===== config.mk =====
export PLATFORM = sky130hd
export DESIGN_NAME = wdt_watchdog
export DESIGN_NICKNAME = d
export VERILOG_FILES = /design/src/core/wdt_pkg.sv /design/src/core/wdt_watchdog.sv /design/src/core/wdt_prescaler.sv
export SDC_FILE = /design/constraint.sdc
export NUM_CORES = 1
export LEC_CHECK = 0
export BUFFER_PORTS_ARGS = -buffer_cell sky130_fd_sc_hd__clkbuf_2
export CAP_MARGIN = 20
export CORE_UTILIZATION = 54
export DETAILED_ROUTE_END_ITERATION = 10
export PLACE_DENSITY = 0.92
export SETUP_SLACK_MARGIN = 0.15
export SLEW_MARGIN = 20
export SYNTH_ARGS = -nofsm -noshare
export SYNTH_HDL_FRONTEND = slang
export SYNTH_SLANG_ARGS = --single-unit

===== constraint.sdc =====
create_clock -name clk -period 5.5 [get_ports clk]
set_input_delay 0.55 -clock clk [delete_from_list [all_inputs] [get_ports clk]]
set_output_delay 0.55 -clock clk [all_outputs]
set_load 0.1 [all_outputs]

===== src/core/wdt_pkg.sv =====
// Package with register map, bus carrier and timing constants of the watchdog
package wdt_pkg;

  // Bus geometry
  localparam int WB_AW = 10;
  localparam int WB_DW = 32;

  // Register indices; byte address is four times the index
  localparam logic [7:0] IDX_POWER_CONTROL = 8'h87;
  localparam logic [7:0] IDX_WATCHDOG_COUNT = 8'hff;

  // Power control field positions
  localparam int PC_IDLE_BIT = 0;
  localparam int PC_PDOWN_BIT = 1;
  localparam int PC_UNLOCK_BIT = 4;

  // Values after reset
  localparam logic [7:0] PC_RESET = 8'h00;
  localparam logic [7:0] COUNT_RESET = 8'h00;
  localparam logic [WB_DW-1:0] RDAT_RESET = 32'h00000000;

  // Oscillator clocks per machine cycle
  localparam int MC_CLKS = 12;
  localparam logic [3:0] MC_LAST = 4'hb;
  // Prescaler width and its terminal value
  localparam int PRE_W = 11;
  localparam logic [PRE_W-1:0] PRE_LAST = 11'h7ff;
  // Counter terminal value
  localparam logic [7:0] COUNT_LAST = 8'hff;
  // Internal reset length in machine cycles and in clocks
  localparam int SYS_PULSE_MC = 1;
  localparam logic [5:0] SYS_PULSE_CLKS = 6'(SYS_PULSE_MC * MC_CLKS);
  // Reset pin pulse length in machine cycles and in clocks
  localparam int PIN_PULSE_MC = 3;
  localparam logic [5:0] PIN_PULSE_CLKS = 6'(PIN_PULSE_MC * MC_CLKS);

  // Classic wishbone request from the master
  typedef struct packed {
    logic cyc;
    logic stb;
    logic we;
    logic [WB_AW-1:0] adr;
    logic [3:0] sel;
    logic [WB_DW-1:0] dat;
  } wdt_wbreq_s;

endpackage


===== src/core/wdt_watchdog.sv =====
// Watchdog timer top: wishbone registers, strap, counter and reset pulses
//
// Function
// [RULE_01] 8-bit counter enabled by 11-bit prescaler
// [RULE_02] Prescaler ticks at oscillator over twelve
// [RULE_03] Counter advances every 2048 machine cycles
// [RULE_04] Overflow raises short internal chip reset
// [RULE_05] Overflow pulls reset pin three machine cycles
// [RULE_06] Strap low keeps watchdog on, no override
// [RULE_07] Strap high disables watchdog entirely
// [RULE_08] Counter writes need unlock flag set
// [RULE_09] Successful load clears unlock flag
// [RULE_10] Software sets unlock, then writes counter
// [RULE_11] Software reloads before interval runs out
// [RULE_12] Counts up from loaded value
// [RULE_13] Keeps running in idle mode
// [RULE_14] Power-down bit held zero while enabled
// [RULE_15] Overflow is ff to 00; reload restarts
//
// The implementer's own choice: the Wishbone interface to the registers.
`timescale 1ns/1ns
module wdt_watchdog
  import wdt_pkg::*;
(
  input wire logic clk,
  input wire logic reset_n,
  input wire wdt_wbreq_s wbReq,
  output logic [WB_DW-1:0] wbDatO,
  output logic wbAck,
  input wire logic watchdogStrapN,
  output logic sysResetQ,
  output logic rstPinOeN,
  output logic idleQ,
  output logic powerDownQ,
  output logic [7:0] watchdogCountQ
);

  // Match a word address against a register index
  function automatic logic hitReg(input logic [WB_AW-1:0] adr, input logic [7:0] idx);
    hitReg = (adr[WB_AW-1:2] == idx) && (adr[1:0] == 2'b00);
  endfunction

  logic rstMetaQ;
  logic rstSyncQ;
  logic rstN;
  logic strapMetaQ;
  logic strapSyncQ;
  logic enabled;
  logic [7:0] powerControlQ;
  logic reloadUnlockFlag;
  logic mcTick;
  logic wrapTick;
  logic wrStrobe;
  logic wrPowerControl;
  logic wrCount;
  logic loadCount;
  logic overflow;
  logic [5:0] sysCntQ;
  logic [5:0] pinCntQ;

  // Reset release through two flops
  always_ff @(posedge clk or negedge reset_n) begin
    if (!reset_n) begin
      rstMetaQ <= 1'b0;
      rstSyncQ <= 1'b0;
    end else begin
      rstMetaQ <= 1'b1;
      rstSyncQ <= rstMetaQ;
    end
  end

  assign rstN = rstSyncQ;

  // Strap pin synchroniser; idles at disabled
  always_ff @(posedge clk or negedge rstN) begin
    if (!rstN) begin
      strapMetaQ <= 1'b1;
      strapSyncQ <= 1'b1;
    end else begin
      strapMetaQ <= watchdogStrapN;
      strapSyncQ <= strapMetaQ;
    end
  end

  // Enable follows the strap only; no register can override it
  // [RULE_06] [RULE_07] strap decides enable
  assign enabled = !strapSyncQ;

  // Bus write strobes, effective on the acknowledged edge
  assign wrStrobe = wbReq.cyc && wbReq.stb && wbReq.we && wbAck && wbReq.sel[0];
  assign wrPowerControl = wrStrobe && hitReg(wbReq.adr, IDX_POWER_CONTROL);
  assign wrCount = wrStrobe && hitReg(wbReq.adr, IDX_WATCHDOG_COUNT);

  // A counter write only lands while unlocked
  // [RULE_08] gated load
  assign loadCount = wrCount && reloadUnlockFlag;

  assign reloadUnlockFlag = powerControlQ[PC_UNLOCK_BIT];

  // Wrap from ff on a tick, masked by a reload in the same cycle
  // [RULE_15] overflow detect
  assign overflow = enabled && wrapTick && !loadCount && (watchdogCountQ == COUNT_LAST);

  // Machine-cycle divider and prescaler; prescaler cleared when off or reloaded, divider free-running
  wdt_prescaler u_pre (
    .clk(clk),
    .rstN(rstN),
    .clear(!enabled || loadCount),
    .mcTick(mcTick),
    .wrapTick(wrapTick)
  );

  // Wishbone acknowledge; one cycle per request, low between requests
  always_ff @(posedge clk or negedge rstN) begin
    if (!rstN) begin
      wbAck <= 1'b0;
    end else begin
      wbAck <= wbReq.cyc && wbReq.stb && !wbAck;
    end
  end

  // Read data captured with the acknowledge; unmapped reads give zero
  always_ff @(posedge clk or negedge rstN) begin
    if (!rstN) begin
      wbDatO <= RDAT_RESET;
    end else if (wbReq.cyc && wbReq.stb && !wbAck) begin
      if (hitReg(wbReq.adr, IDX_POWER_CONTROL)) begin
        wbDatO <= {24'h000000, powerControlQ};
      end else if (hitReg(wbReq.adr, IDX_WATCHDOG_COUNT)) begin
        wbDatO <= {24'h000000, watchdogCountQ};
      end else begin
        wbDatO <= RDAT_RESET;
      end
    end else begin
      wbDatO <= RDAT_RESET;
    end
  end

  // Power control register; a watchdog reset clears it
  always_ff @(posedge clk or negedge rstN) begin
    if (!rstN) begin
      powerControlQ <= PC_RESET;
    end else if (overflow) begin
      powerControlQ <= PC_RESET;
    end else begin
      if (wrPowerControl) begin
        powerControlQ <= wbReq.dat[7:0];
      end
      // [RULE_09] clear unlock on load
      if (loadCount) begin
        powerControlQ[PC_UNLOCK_BIT] <= 1'b0;
      end
      // [RULE_14] block power-down
      if (enabled) begin
        powerControlQ[PC_PDOWN_BIT] <= 1'b0;
      end
    end
  end

  assign idleQ = powerControlQ[PC_IDLE_BIT];
  assign powerDownQ = powerControlQ[PC_PDOWN_BIT];

  // Watchdog counter; idle has no effect on it
  // [RULE_12] [RULE_13] up count from reload
  always_ff @(posedge clk or negedge rstN) begin
    if (!rstN) begin
      watchdogCountQ <= COUNT_RESET;
    end else if (loadCount) begin
      watchdogCountQ <= wbReq.dat[7:0];
    end else if (enabled && wrapTick) begin
      watchdogCountQ <= watchdogCountQ + 8'h01;
    end
  end

  // Internal chip reset pulse of one machine cycle
  // [RULE_04] internal reset pulse
  always_ff @(posedge clk or negedge rstN) begin
    if (!rstN) begin
      sysCntQ <= 6'h00;
      sysResetQ <= 1'b0;
    end else if (overflow) begin
      sysCntQ <= SYS_PULSE_CLKS - 6'h01;
      sysResetQ <= 1'b1;
    end else if (sysCntQ != 6'h00) begin
      sysCntQ <= sysCntQ - 6'h01;
      sysResetQ <= 1'b1;
    end else begin
      sysResetQ <= 1'b0;
    end
  end

  // Open-drain reset pin pulled low for three machine cycles
  // [RULE_05] pin reset pulse
  always_ff @(posedge clk or negedge rstN) begin
    if (!rstN) begin
      pinCntQ <= 6'h00;
      rstPinOeN <= 1'b1;
    end else if (overflow) begin
      pinCntQ <= PIN_PULSE_CLKS - 6'h01;
      rstPinOeN <= 1'b0;
    end else if (pinCntQ != 6'h00) begin
      pinCntQ <= pinCntQ - 6'h01;
      rstPinOeN <= 1'b0;
    end else begin
      rstPinOeN <= 1'b1;
    end
  end

  property p_load;
    @(posedge clk) disable iff (!rstN)
    (wrCount && reloadUnlockFlag) |=> (watchdogCountQ == $past(wbReq.dat[7:0]));
  endproperty
  a_load: assert property (p_load) else $error("unlocked reload did not land"); // [RULE_08]

  property p_locked;
    @(posedge clk) disable iff (!rstN)
    (wrCount && !reloadUnlockFlag && !(enabled && wrapTick)) |=> $stable(watchdogCountQ);
  endproperty
  a_locked: assert property (p_locked) else $error("locked write changed counter"); // [RULE_08]

  property p_unlock_clear;
    @(posedge clk) disable iff (!rstN)
    loadCount |=> !reloadUnlockFlag;
  endproperty
  a_unlock_clear: assert property (p_unlock_clear) else $error("unlock flag kept"); // [RULE_09]

  property p_no_pdown;
    @(posedge clk) disable iff (!rstN)
    enabled ##1 enabled |-> !powerDownQ;
  endproperty
  a_no_pdown: assert property (p_no_pdown) else $error("power-down set while enabled"); // [RULE_14]

  property p_disabled;
    @(posedge clk) disable iff (!rstN)
    (!enabled && !sysResetQ && rstPinOeN) |=> (!sysResetQ && rstPinOeN);
  endproperty
  a_disabled: assert property (p_disabled) else $error("reset while disabled"); // [RULE_07]

  property p_sys_pulse;
    @(posedge clk) disable iff (!rstN)
    $rose(sysResetQ) |-> ##11 sysResetQ ##1 !sysResetQ;
  endproperty
  a_sys_pulse: assert property (p_sys_pulse) else $error("internal reset length wrong"); // [RULE_04]

  property p_pin_pulse;
    @(posedge clk) disable iff (!rstN)
    $fell(rstPinOeN) |-> ##35 !rstPinOeN ##1 rstPinOeN;
  endproperty
  a_pin_pulse: assert property (p_pin_pulse) else $error("pin reset length wrong"); // [RULE_05]

  property p_wrap;
    @(posedge clk) disable iff (!rstN)
    overflow |=> (watchdogCountQ == 8'h00) && sysResetQ && !rstPinOeN;
  endproperty
  a_wrap: assert property (p_wrap) else $error("overflow handling wrong"); // [RULE_15]

  property p_step;
    @(posedge clk) disable iff (!rstN)
    (enabled && wrapTick && !loadCount) |=> (watchdogCountQ == $past(watchdogCountQ) + 8'h01);
  endproperty
  a_step: assert property (p_step) else $error("counter did not step"); // [RULE_12]

  property p_idle_runs;
    @(posedge clk) disable iff (!rstN)
    (idleQ && enabled && !loadCount && !wrapTick) |=> $stable(watchdogCountQ);
  endproperty
  a_idle_runs: assert property (p_idle_runs) else $error("counter moved off tick"); // [RULE_13]

  property p_enable_strap;
    @(posedge clk) disable iff (!rstN)
    $fell(watchdogStrapN) |-> ##2 enabled;
  endproperty
  a_enable_strap: assert property (p_enable_strap) else $error("strap low not enabling"); // [RULE_06]

  property p_hold;
    @(posedge clk) disable iff (!rstN)
    (!loadCount && !(enabled && wrapTick)) |=> $stable(watchdogCountQ);
  endproperty
  a_hold: assert property (p_hold) else $error("counter moved off tick"); // [RULE_03]

  property p_held;
    @(posedge clk) disable iff (!rstN)
    !enabled |=> !wrapTick;
  endproperty
  a_held: assert property (p_held) else $error("prescaler ran while off"); // [RULE_07]

  property p_pin_sys;
    @(posedge clk) disable iff (!rstN)
    $rose(sysResetQ) |-> !rstPinOeN;
  endproperty
  a_pin_sys: assert property (p_pin_sys) else $error("pin pulse missing"); // [RULE_05]

  property p_pd_write;
    @(posedge clk) disable iff (!rstN)
    (wrPowerControl && enabled) |=> !powerDownQ;
  endproperty
  a_pd_write: assert property (p_pd_write) else $error("power-down set"); // [RULE_14]

  property p_wrap_zero;
    @(posedge clk) disable iff (!rstN)
    $rose(sysResetQ) |-> (watchdogCountQ == 8'h00);
  endproperty
  a_wrap_zero: assert property (p_wrap_zero) else $error("reset without wrap"); // [RULE_15]

endmodule


===== src/core/wdt_prescaler.sv =====
// Machine-cycle divider and 11-bit prescaler feeding the watchdog counter
`timescale 1ns/1ns
module wdt_prescaler
  import wdt_pkg::*;
(
  input wire logic clk,
  input wire logic rstN,
  input wire logic clear,
  output logic mcTick,
  output logic wrapTick
);

  logic [3:0] divQ;
  logic [PRE_W-1:0] preQ;

  // Divide the oscillator by twelve
  // [RULE_02] machine cycle tick
  always_ff @(posedge clk or negedge rstN) begin
    if (!rstN) begin
      divQ <= 4'h0;
      mcTick <= 1'b0;
    end else begin
      mcTick <= (divQ == MC_LAST);
      divQ <= (divQ == MC_LAST) ? 4'h0 : divQ + 4'h1;
    end
  end

  // Prescaler stage; wraps once per 2048 machine cycles
  // [RULE_01] [RULE_03] prescaler wrap tick
  always_ff @(posedge clk or negedge rstN) begin
    if (!rstN) begin
      preQ <= '0;
      wrapTick <= 1'b0;
    end else if (clear) begin
      preQ <= '0;
      wrapTick <= 1'b0;
    end else begin
      wrapTick <= mcTick && (preQ == PRE_LAST);
      if (mcTick) begin
        preQ <= preQ + 11'h001;
      end
    end
  end

  property p_mc_period;
    @(posedge clk) disable iff (!rstN)
    mcTick |-> ##12 mcTick;
  endproperty
  a_mc_period: assert property (p_mc_period) else $error("machine tick period wrong"); // [RULE_02]

  property p_wrap_rare;
    @(posedge clk) disable iff (!rstN || clear)
    wrapTick |=> !wrapTick ##1 !wrapTick;
  endproperty
  a_wrap_rare: assert property (p_wrap_rare) else $error("prescaler wrapped too often"); // [RULE_03]

endmodule


==> results of run 1 <==
-- layer usage --
metal,share of wire [%],vias to the layer above,global-route usage [%]
met5,0,-,0
met4,2.4,0,12.3
met1,41,1085,24.3
met3,6.0,17,6.88
li1,-,1016,-
met2,51,91,39.8
-- area by class of cell --
| class | count | area, µm² |
|---|---|---|
| fill | 387 | 1800 |
| sequential | 60 | 1510 |
| multi-input combinational | 207 | 1280 |
| timing repair buffer | 48 | 250 |
| clock buffer | 10 | 138 |
| tap | 70 | 87.6 |
| clock inverter | 6 | 86.3 |
| inverter | 6 | 22.5 |
-- cells in the mapped netlist (all sizes together), types with 6 or more instances --
| master | number |
|---|---|
| nand2b | 6 |
| xnor2 | 14 |
| mux2i | 11 |
| buf | 26 |
| nand2 | 19 |
| a21oi | 10 |
| a22oi | 8 |
| dfrtp | 57 |
| and3 | 6 |
| nor2 | 39 |
| nand4 | 8 |
| inv | 6 |
| xor2 | 6 |
| nor3 | 12 |
-- per-stage QoR --
stage | power (mW) | util, % | setup slack [ns]
2_1_floorplan | 0.551 | - | 3.18
3_3_place_gp | 0.553 | 60.7 | 2.76
3_5_place_dp | 0.553 | 60.7 | 2.70
4_1_cts | 0.998 | 65.3 | 3.05
5_1_grt | 1.02 | 65.3 | 2.94
6_report | 0.995 | 65.3 | 3.04
-- worst min path at each step --
stage | startpoint | endpoint | slack [ns]
2_1_floorplan | reset_n | rstMetaQ | 0.25
3_5_place_dp | reset_n | rstMetaQ | 0.34
6_report | watchdogStrapN | strapMetaQ | 0.29
4_1_cts | watchdogStrapN | strapMetaQ | 0.28
3_3_place_gp | reset_n | rstMetaQ | 0.34
5_1_grt | watchdogStrapN | strapMetaQ | 0.28
-- state kept, by name, indices dropped and copies added (netlist names), 4 cells and up --
name / count
powerControlQ: 8
u_pre.preQ: 11
wbDatO: 8
pinCntQ: 6
watchdogCountQ: 8
sysCntQ: 6
u_pre.divQ: 4
-- cells by family after synthesis --
group,Yosys count
XOR/XNOR,20
flip-flops,60
buffers and inverters,36
adder cells (fa/ha/maj),5
AO/OA/AOI/OAI,26
multiplexers,15
AND/OR/NAND/NOR,116
other,2
-- power breakdown --
group          total [mW]  leakage [nW]  internal (mW)  switching, mW
registers           0.445         0.780          0.444        0.00115
clock network       0.450         0.113          0.267          0.182
logic               0.101         0.690        0.00926         0.0913
-- cell usage in the layout (no fill, tap or decap), types with 3 or more instances in the layout --
cell and instances:
clkbuf_2 45, mux2i_1 11, nand2b_1 6, a211o_1 3
nor2b_1 3, a22oi_1 8, ha_1 5, or3_1 4
and3_1 6, a21oi_1 10, xor2_1 6, nand2_1 19
inv_1 6, conb_1 25, dfrtp_1 56, clkbuf_8 10
dfstp_2 3, nor2_1 39, mux2_2 4, nor3_1 12
xnor2_1 14, or3b_2 3, nand4_1 8
==> summary.md, run 1 <==
| Metric | Value |
|---|---|
| Status | finished clean |
| Rows | 26 |
| EDFF count, synth | 0 |
| Syn-to-layout area delta | 14.8% |
| CP top delay family | simple AND/OR/NAND/NOR gates |
| H-tree levels | 3 |
| Share of layout cells above drive strength 1 | 23.4% |
| R2r setup slk | 3.47 ns |
| First-iteration detailed-routing DRC count | 91 |
| Clock skew | 0.00767 ns |
| Synthesis warning total | 0 |
| Placed cells | 390 |
| Worst Max-Slew Pin Slew | 1.10 ns |
| Synthesized area per cell | 10.5 µm² |
| Vias in the first global route | 2170 |
| Max FO, Critical Path | 12 |
| VDD IR max | 0.150 mV |
| Final Critical Period | 2.46 ns |
| CP endpoint | watchdogCountQ[6] |
| Cell Chain, Critical Path | clkbuf_2, nand4_1, nor4_2, nand2_1, mux2_2 |
| Setup violators final | 0 |
| CP Capture Type | flip-flop |
| Routability Congestion | 0.809 |
| Synth Cell Area | 2940 µm² |
| Reg2Reg Depth | 6 |
| DP HPWL | 3.91 mm |
| Largest family of logic cells by synthesized area | simple AND/OR/NAND/NOR gates |
| Router iterations before antenna repair | 4 |
| CP max stage delay | 0.96 ns |
| Post-Synth Adder-Cell Area | 2.13% |
| Core area | 5170 µm² |
| Worst flop-to-flop path endpoint | pinCntQ[1] |
| Initial core utilization | 56.8% |
| R2R Path Start | pinCntQ[0] |
| Mean routed wirelength per cell | 14.4 µm |
| Final hold vios | 0 |
| Synth area leader | dfrtp_1 |
| Post-synthesis sequential element count | 60 |
| I/O pins | 97 |
| Max cap viols | 0 |
| Drc violations | 0 |
| Die extent in y | 75.8 µm |
| Compound-Gate Fraction of Synth Area | 5.91% |
| TritonCTS Sinks | 60 |
| Kind of critical path | input pin to flip-flop |
| Die width | 75.8 µm |
| RSZ-0062 raised after global routing | false |
| Hold depth | 1 |
| Finished Cell Area | 3380 µm² |
| Final wirelength | 5.87 mm |
| Worst Path Buf+Inv | 1 |
| Clk root buf | clkbuf_8 |
| Leak | 1.58 nW |
| Mux share of post-synthesis cell area | 5.28% |
| Sequential cell area fraction in the yosys report | 51.2% |
| Number of buffers added on ports | 45 |
| Critical path arrival | 2.69 ns |
| Hold Crit Class | input pin to flip-flop |
| Synth Area in Simple Gates | 21.2% |
| Hold_ws | 0.286 ns |
| Synth top area share | 48.5% |
| N_diodes | 0 |
| First-pass GRT wire length | 9.46 mm |
| Gates resized, CTS repair | 0 |
| Relative slew slack | 25.8% |
| Post-route ant nets | 0 |
| Power per cell area | 295 nW/µm² |
| CP startpoint kind | input pin |
| Hold buffer count at CTS | 1 |
| Cells after synthesis | 280 |
| WP depth | 5 |
| Crit path launch | wbReq[39] |
| Worst Path Required | 5.73 ns |
| Post-route clock period utilization | 44.7% |
| Slew Limit Fails | 0 |
| Final cell count without fillers | 407 |
| Primary FF master, synth | dfrtp_1 |
| Synth cell types | 42 |
| Clock Latency Late Sink | 0.34 ns |
| Clock-pin transition on the worst setup and hold timing paths | 0.07 ns |
| Largest net degree at the start of global routing | 59 |
| Slowest-stage cell, CP | nor4_2 |
| Post-place instance area | 3140 µm² |
| Layout net count | 389 |
| Async S/R FF share, synth | 100% |
| Area contributors post-synth | dfrtp_1 49%, buf_4 6.4%, nor2_1 5.0% |
| Via density | 5.43 |
| Setup_tns | 0 ns |
| Post-Synth XOR/XNOR Area | 5.96% |
| Die area | 5740 µm² |
| All-layer global routing usage | 22.7% |
| CTS tree | yes |
| Bufs on Longest Clock Path | 2 |
| Initial antenna violation count | 0 |
| GRT Residual Overflow | 0 |
| Vias | 2209 |
| Peak Freq | 0.407 GHz |
| Setup Buffers After CTS | 0 |
| CTS Buf Count | 9 |
(Power assumes the default switching activity.)
==> inputs of run 2 (changes only) <==
ABC_AREA = 1   (was unset)
CORE_UTILIZATION = 52   (was 54)
PLACE_DENSITY = 0.88   (was 0.92)
clock period = 2.3 ns   (was 5.5 ns; I/O delays follow)
==> run 2 against run 1 <==
Net effect: count of clock-buffer cells in the layout up 5; via count up 22%; cell count up 32%; critical path type is now flip-flop to flip-flop; highest routed layer unchanged.
==> summary.md, run 2 <==
| Metric | Value |
|---|---|
| Finished Cell Area | 3650 µm² (+8.1%) |
| Fillers | 491 (+27%) |
| Routability Congestion | 0.822 (+1.6%) |
| Post-Synth Adder-Cell Area | 1.94% (-0.19 points) |
| Core area | 5960 µm² (+15%) |
| CTS tree | yes |
| Number of buffers added on ports | 45 (unchanged) |
| Mean routed wirelength per cell | 12.1 µm (-16%) |
| Max cap viols | 0 (unchanged) |
| Status | finished clean |
| Clock-pin transition on the worst setup and hold timing paths | 0.07 ns (about the same) |
| Internal power | 1.60 mW (+120%) |
| Die width | 80.8 µm (+6.6%) |
| Synth top area share | 44.2% (-4.4 points) |
| Peak Freq | 0.598 GHz |
| H-tree levels | 3 (unchanged) |
| Post-synthesis sequential element count | 60 (unchanged) |
| Syn-to-layout area delta | 12.9% |
| R2r setup slk | 0.63 ns (-2.84 ns) |
| Combinational fraction of design power | 11.3% (+1.2 points) |
| Most frequent cell after synthesis | nand2_1 |
| Post-Synth XOR/XNOR Area | 0.813% (-5.1 points) |
| Router iterations before antenna repair | 5 (+1) |
| Layout net count | 514 (+32%) |
| Bufs on Longest Clock Path | 2 (unchanged) |
| Final hold vios | 0 (unchanged) |
| Most frequent cells in the layout | 90 x nand2_1, 54 x dfrtp_1, 51 x nor2_1 |
| Synth Area in Simple Gates | 32.5% (+11 points) |
| Sw frac | 28.1% (+0.47 points) |
| Critical path arrival | 1.89 ns (-0.80 ns) |
| First-pass GRT wire length | 10.9 mm (+16%) |
| Async S/R FF share, synth | 100% (unchanged) |
| TritonCTS Sinks | 60 (unchanged) |
| First-iteration detailed-routing DRC count | 177 (+95%) |
| Leak | 2.00 nW (+26%) |
| Worst Max-Slew Pin Slew | 0.579 ns (-0.526 ns) |
| Post-place instance area | 3440 µm² (+9.4%) |
| NetSw | 0.624 mW (+130%) |
| Via density | 5.01 (-7.6%) |
| VDD IR max | 0.341 mV (+130%) |
| Vias in the first global route | 2561 (+18%) |
| Top reg by flops | u_pre.preQ |
| Largest net degree at the start of global routing | 37 (-37%) |
| Max reg flops | 11 (unchanged) |
| Crit path launch | sysCntQ[0] |
| Clk root buf | clkbuf_8 |
| Power per cell area | 609 nW/µm² (+110%) |
| CP startpoint kind | flip-flop |
| Flop pwr share | 48.3% (+3.6 points) |
| Final wirelength | 6.49 mm (+11%) |
| Worst flop-to-flop path endpoint | sysCntQ[1] |
| Reg2Reg Depth | 7 (+1) |
| Compound-Gate Fraction of Synth Area | 4.76% (-1.2 points) |
| Clock Latency Late Sink | 0.34 ns (about the same) |
| I/O pins | 97 (unchanged) |
| CTS Buf Count | 9 (unchanged) |
| Die area | 6530 µm² (+14%) |
| GRT Residual Overflow | 0 (unchanged) |
| EDFF count, synth | 0 (unchanged) |
| Setup_tns | 0 ns (unchanged) |
| Post-route ant nets | 0 (unchanged) |
| Initial antenna violation count | 0 (unchanged) |
| Max FO, Critical Path | 4 (-8) |
| Synth cell types | 29 (-31%) |
| Initial core utilization | 54.2% (-2.6 points) |
| N_diodes | 0 (unchanged) |
| Kind of critical path | flip-flop to flip-flop |
| Synth area leader | dfrtp_1 |
| Share of layout cells above drive strength 1 | 20.8% (-2.7 points) |
| Synthesis warning total | 0 (unchanged) |
| Worst Path Required | 2.52 ns (-3.21 ns) |
| Slew Limit Fails | 0 (unchanged) |
| All-layer global routing usage | 22.1% (-0.54 points) |
| Primary FF master, synth | dfrtp_1 |
| Largest family of logic cells by synthesized area | simple AND/OR/NAND/NOR gates |
| Rows | 28 (+7.7%) |
| Setup violators final | 0 (unchanged) |
| Drc violations | 0 (unchanged) |
| Final Critical Period | 1.67 ns |
| RSZ-0062 raised after global routing | false |
| CP Capture Type | flip-flop |
| Synthesized area per cell | 8.00 µm² (-24%) |
| Sequential cell area fraction in the yosys report | 46.6% (-4.6 points) |
| Cells after synthesis | 404 (+44%) |
| Clock skew | 0.00740 ns (-0.000271 ns) |
| Vias | 2692 (+22%) |
| Commonest cells post-synth | 90 x nand2_1, 57 x dfrtp_1, 51 x nor2_1, 50 x inv_1, 34 x nand3_1 |
| DP HPWL | 4.84 mm (+24%) |
| Synth Cell Area | 3230 µm² (+9.9%) |
| R2R Path Start | sysCntQ[0] |
| CP endpoint | sysCntQ[1] |
| Post-route clock period utilization | 72.8% |
| Hold Crit Class | input pin to flip-flop |
| Mux share of post-synthesis cell area | 0.310% (-5.0 points) |
| Gates resized, CTS repair | 0 (unchanged) |
| Area contributors post-synth | dfrtp_1 44%, nand2_1 10%, nor2_1 5.9% |
| Die extent in y | 80.8 µm (+6.6%) |
| Clk pwr share | 40.4% (-4.8 points) |
| Relative slew slack | 61.6% (+36 points) |
| Commonest non-fill, non-tap cell in the layout | nand2_1 |
-- run 2: layer usage --
metal	share of wire (%)	vias to the layer above	track usage, %	wire [µm]
met3	5.3	13	6.85	346
met5	0	-	0	0
met4	2.1	0	10.2	138
met1	42	1256	25.4	2750
met2	50	91	37.6	3250
li1	-	1332	-	-
-- run 2: cells by family after synthesis --
group                      count (synthesis)
AOI/OAI and AO/OA                         30
buffers and inverters                     80
muxes                                      1
adders and majority gates                  5
and+or+nand+nor                          223
other                                      2
DFF                                       60
xor gates and xnor gates                   3
-- run 2: what timing repair did --
action / 4_1_cts / 5_1_grt
buffers inserted: 0 / 0
endpoints found under the hold margin: 3 / 0
setup endpoints to repair: 0 / 0
hold buffers: 2 / 0
-- run 2: worst max-delay path, cell delays in order (launching register included) --
cell	delay, ns
dfrtp_1	0.40
inv_1	0.10
ha_1	0.21
nand2_1	0.11
nor3_1	0.33
inv_1	0.15
o21ai_0	0.19
nand2_1	0.07
-- run 2: power by group through the flow --
| stage | registers [mW] | clock network [mW] | logic [mW] |
|---|---|---|---|
| after floorplan | 1.11 | 0 | 0.223 |
| after global placement | 1.09 | 0 | 0.245 |
| after detailed placement | 1.09 | 0 | 0.248 |
| after CTS | 1.07 | 0.908 | 0.251 |
| after global routing | 1.07 | 0.970 | 0.263 |
| final | 1.07 | 0.898 | 0.251 |
-- run 2: area by class of cell --
type / count / area (µm²) / area share, %
clock buffer: 15 / 186 / 5.11
timing repair buffer: 48 / 265 / 7.27
clock inverter: 1 / 5.00 / 0.137
multi-input combinational: 287 / 1400 / 38.3
sequential: 60 / 1510 / 41.4
tap: 75 / 93.8 / 2.57
inverter: 51 / 191 / 5.25
-- run 2: how the worst min path moves through the flow --
stage | slack [ns] | to | start | depth (start not counted)
2_1_floorplan | -0.07 | rstMetaQ | reset_n | 0
3_3_place_gp | 0.02 | rstMetaQ | reset_n | 1
3_5_place_dp | 0.02 | rstMetaQ | reset_n | 1
4_1_cts | 0.10 | watchdogCountQ[6] | wbReq[6] | 3
5_1_grt | 0.10 | watchdogCountQ[6] | wbReq[6] | 3
6_report | 0.11 | watchdogCountQ[6] | wbReq[6] | 3
-- run 2: stage by stage --
step | hold slack (ns) | utilization [%] | total power, mW | cells | setup WS [ns]
after global placement | 0.0160 | 57.7 | 1.34 | 519 | 0.739
after global routing | 0.103 | 61.3 | 2.31 | 537 | 0.490
final | 0.110 | 61.3 | 2.22 | 537 | 0.627
after CTS | 0.103 | 61.3 | 2.23 | 537 | 0.631
after detailed placement | 0.0161 | 57.7 | 1.34 | 519 | 0.656
after floorplan | -0.0656 | - | 1.33 | 427 | 0.290
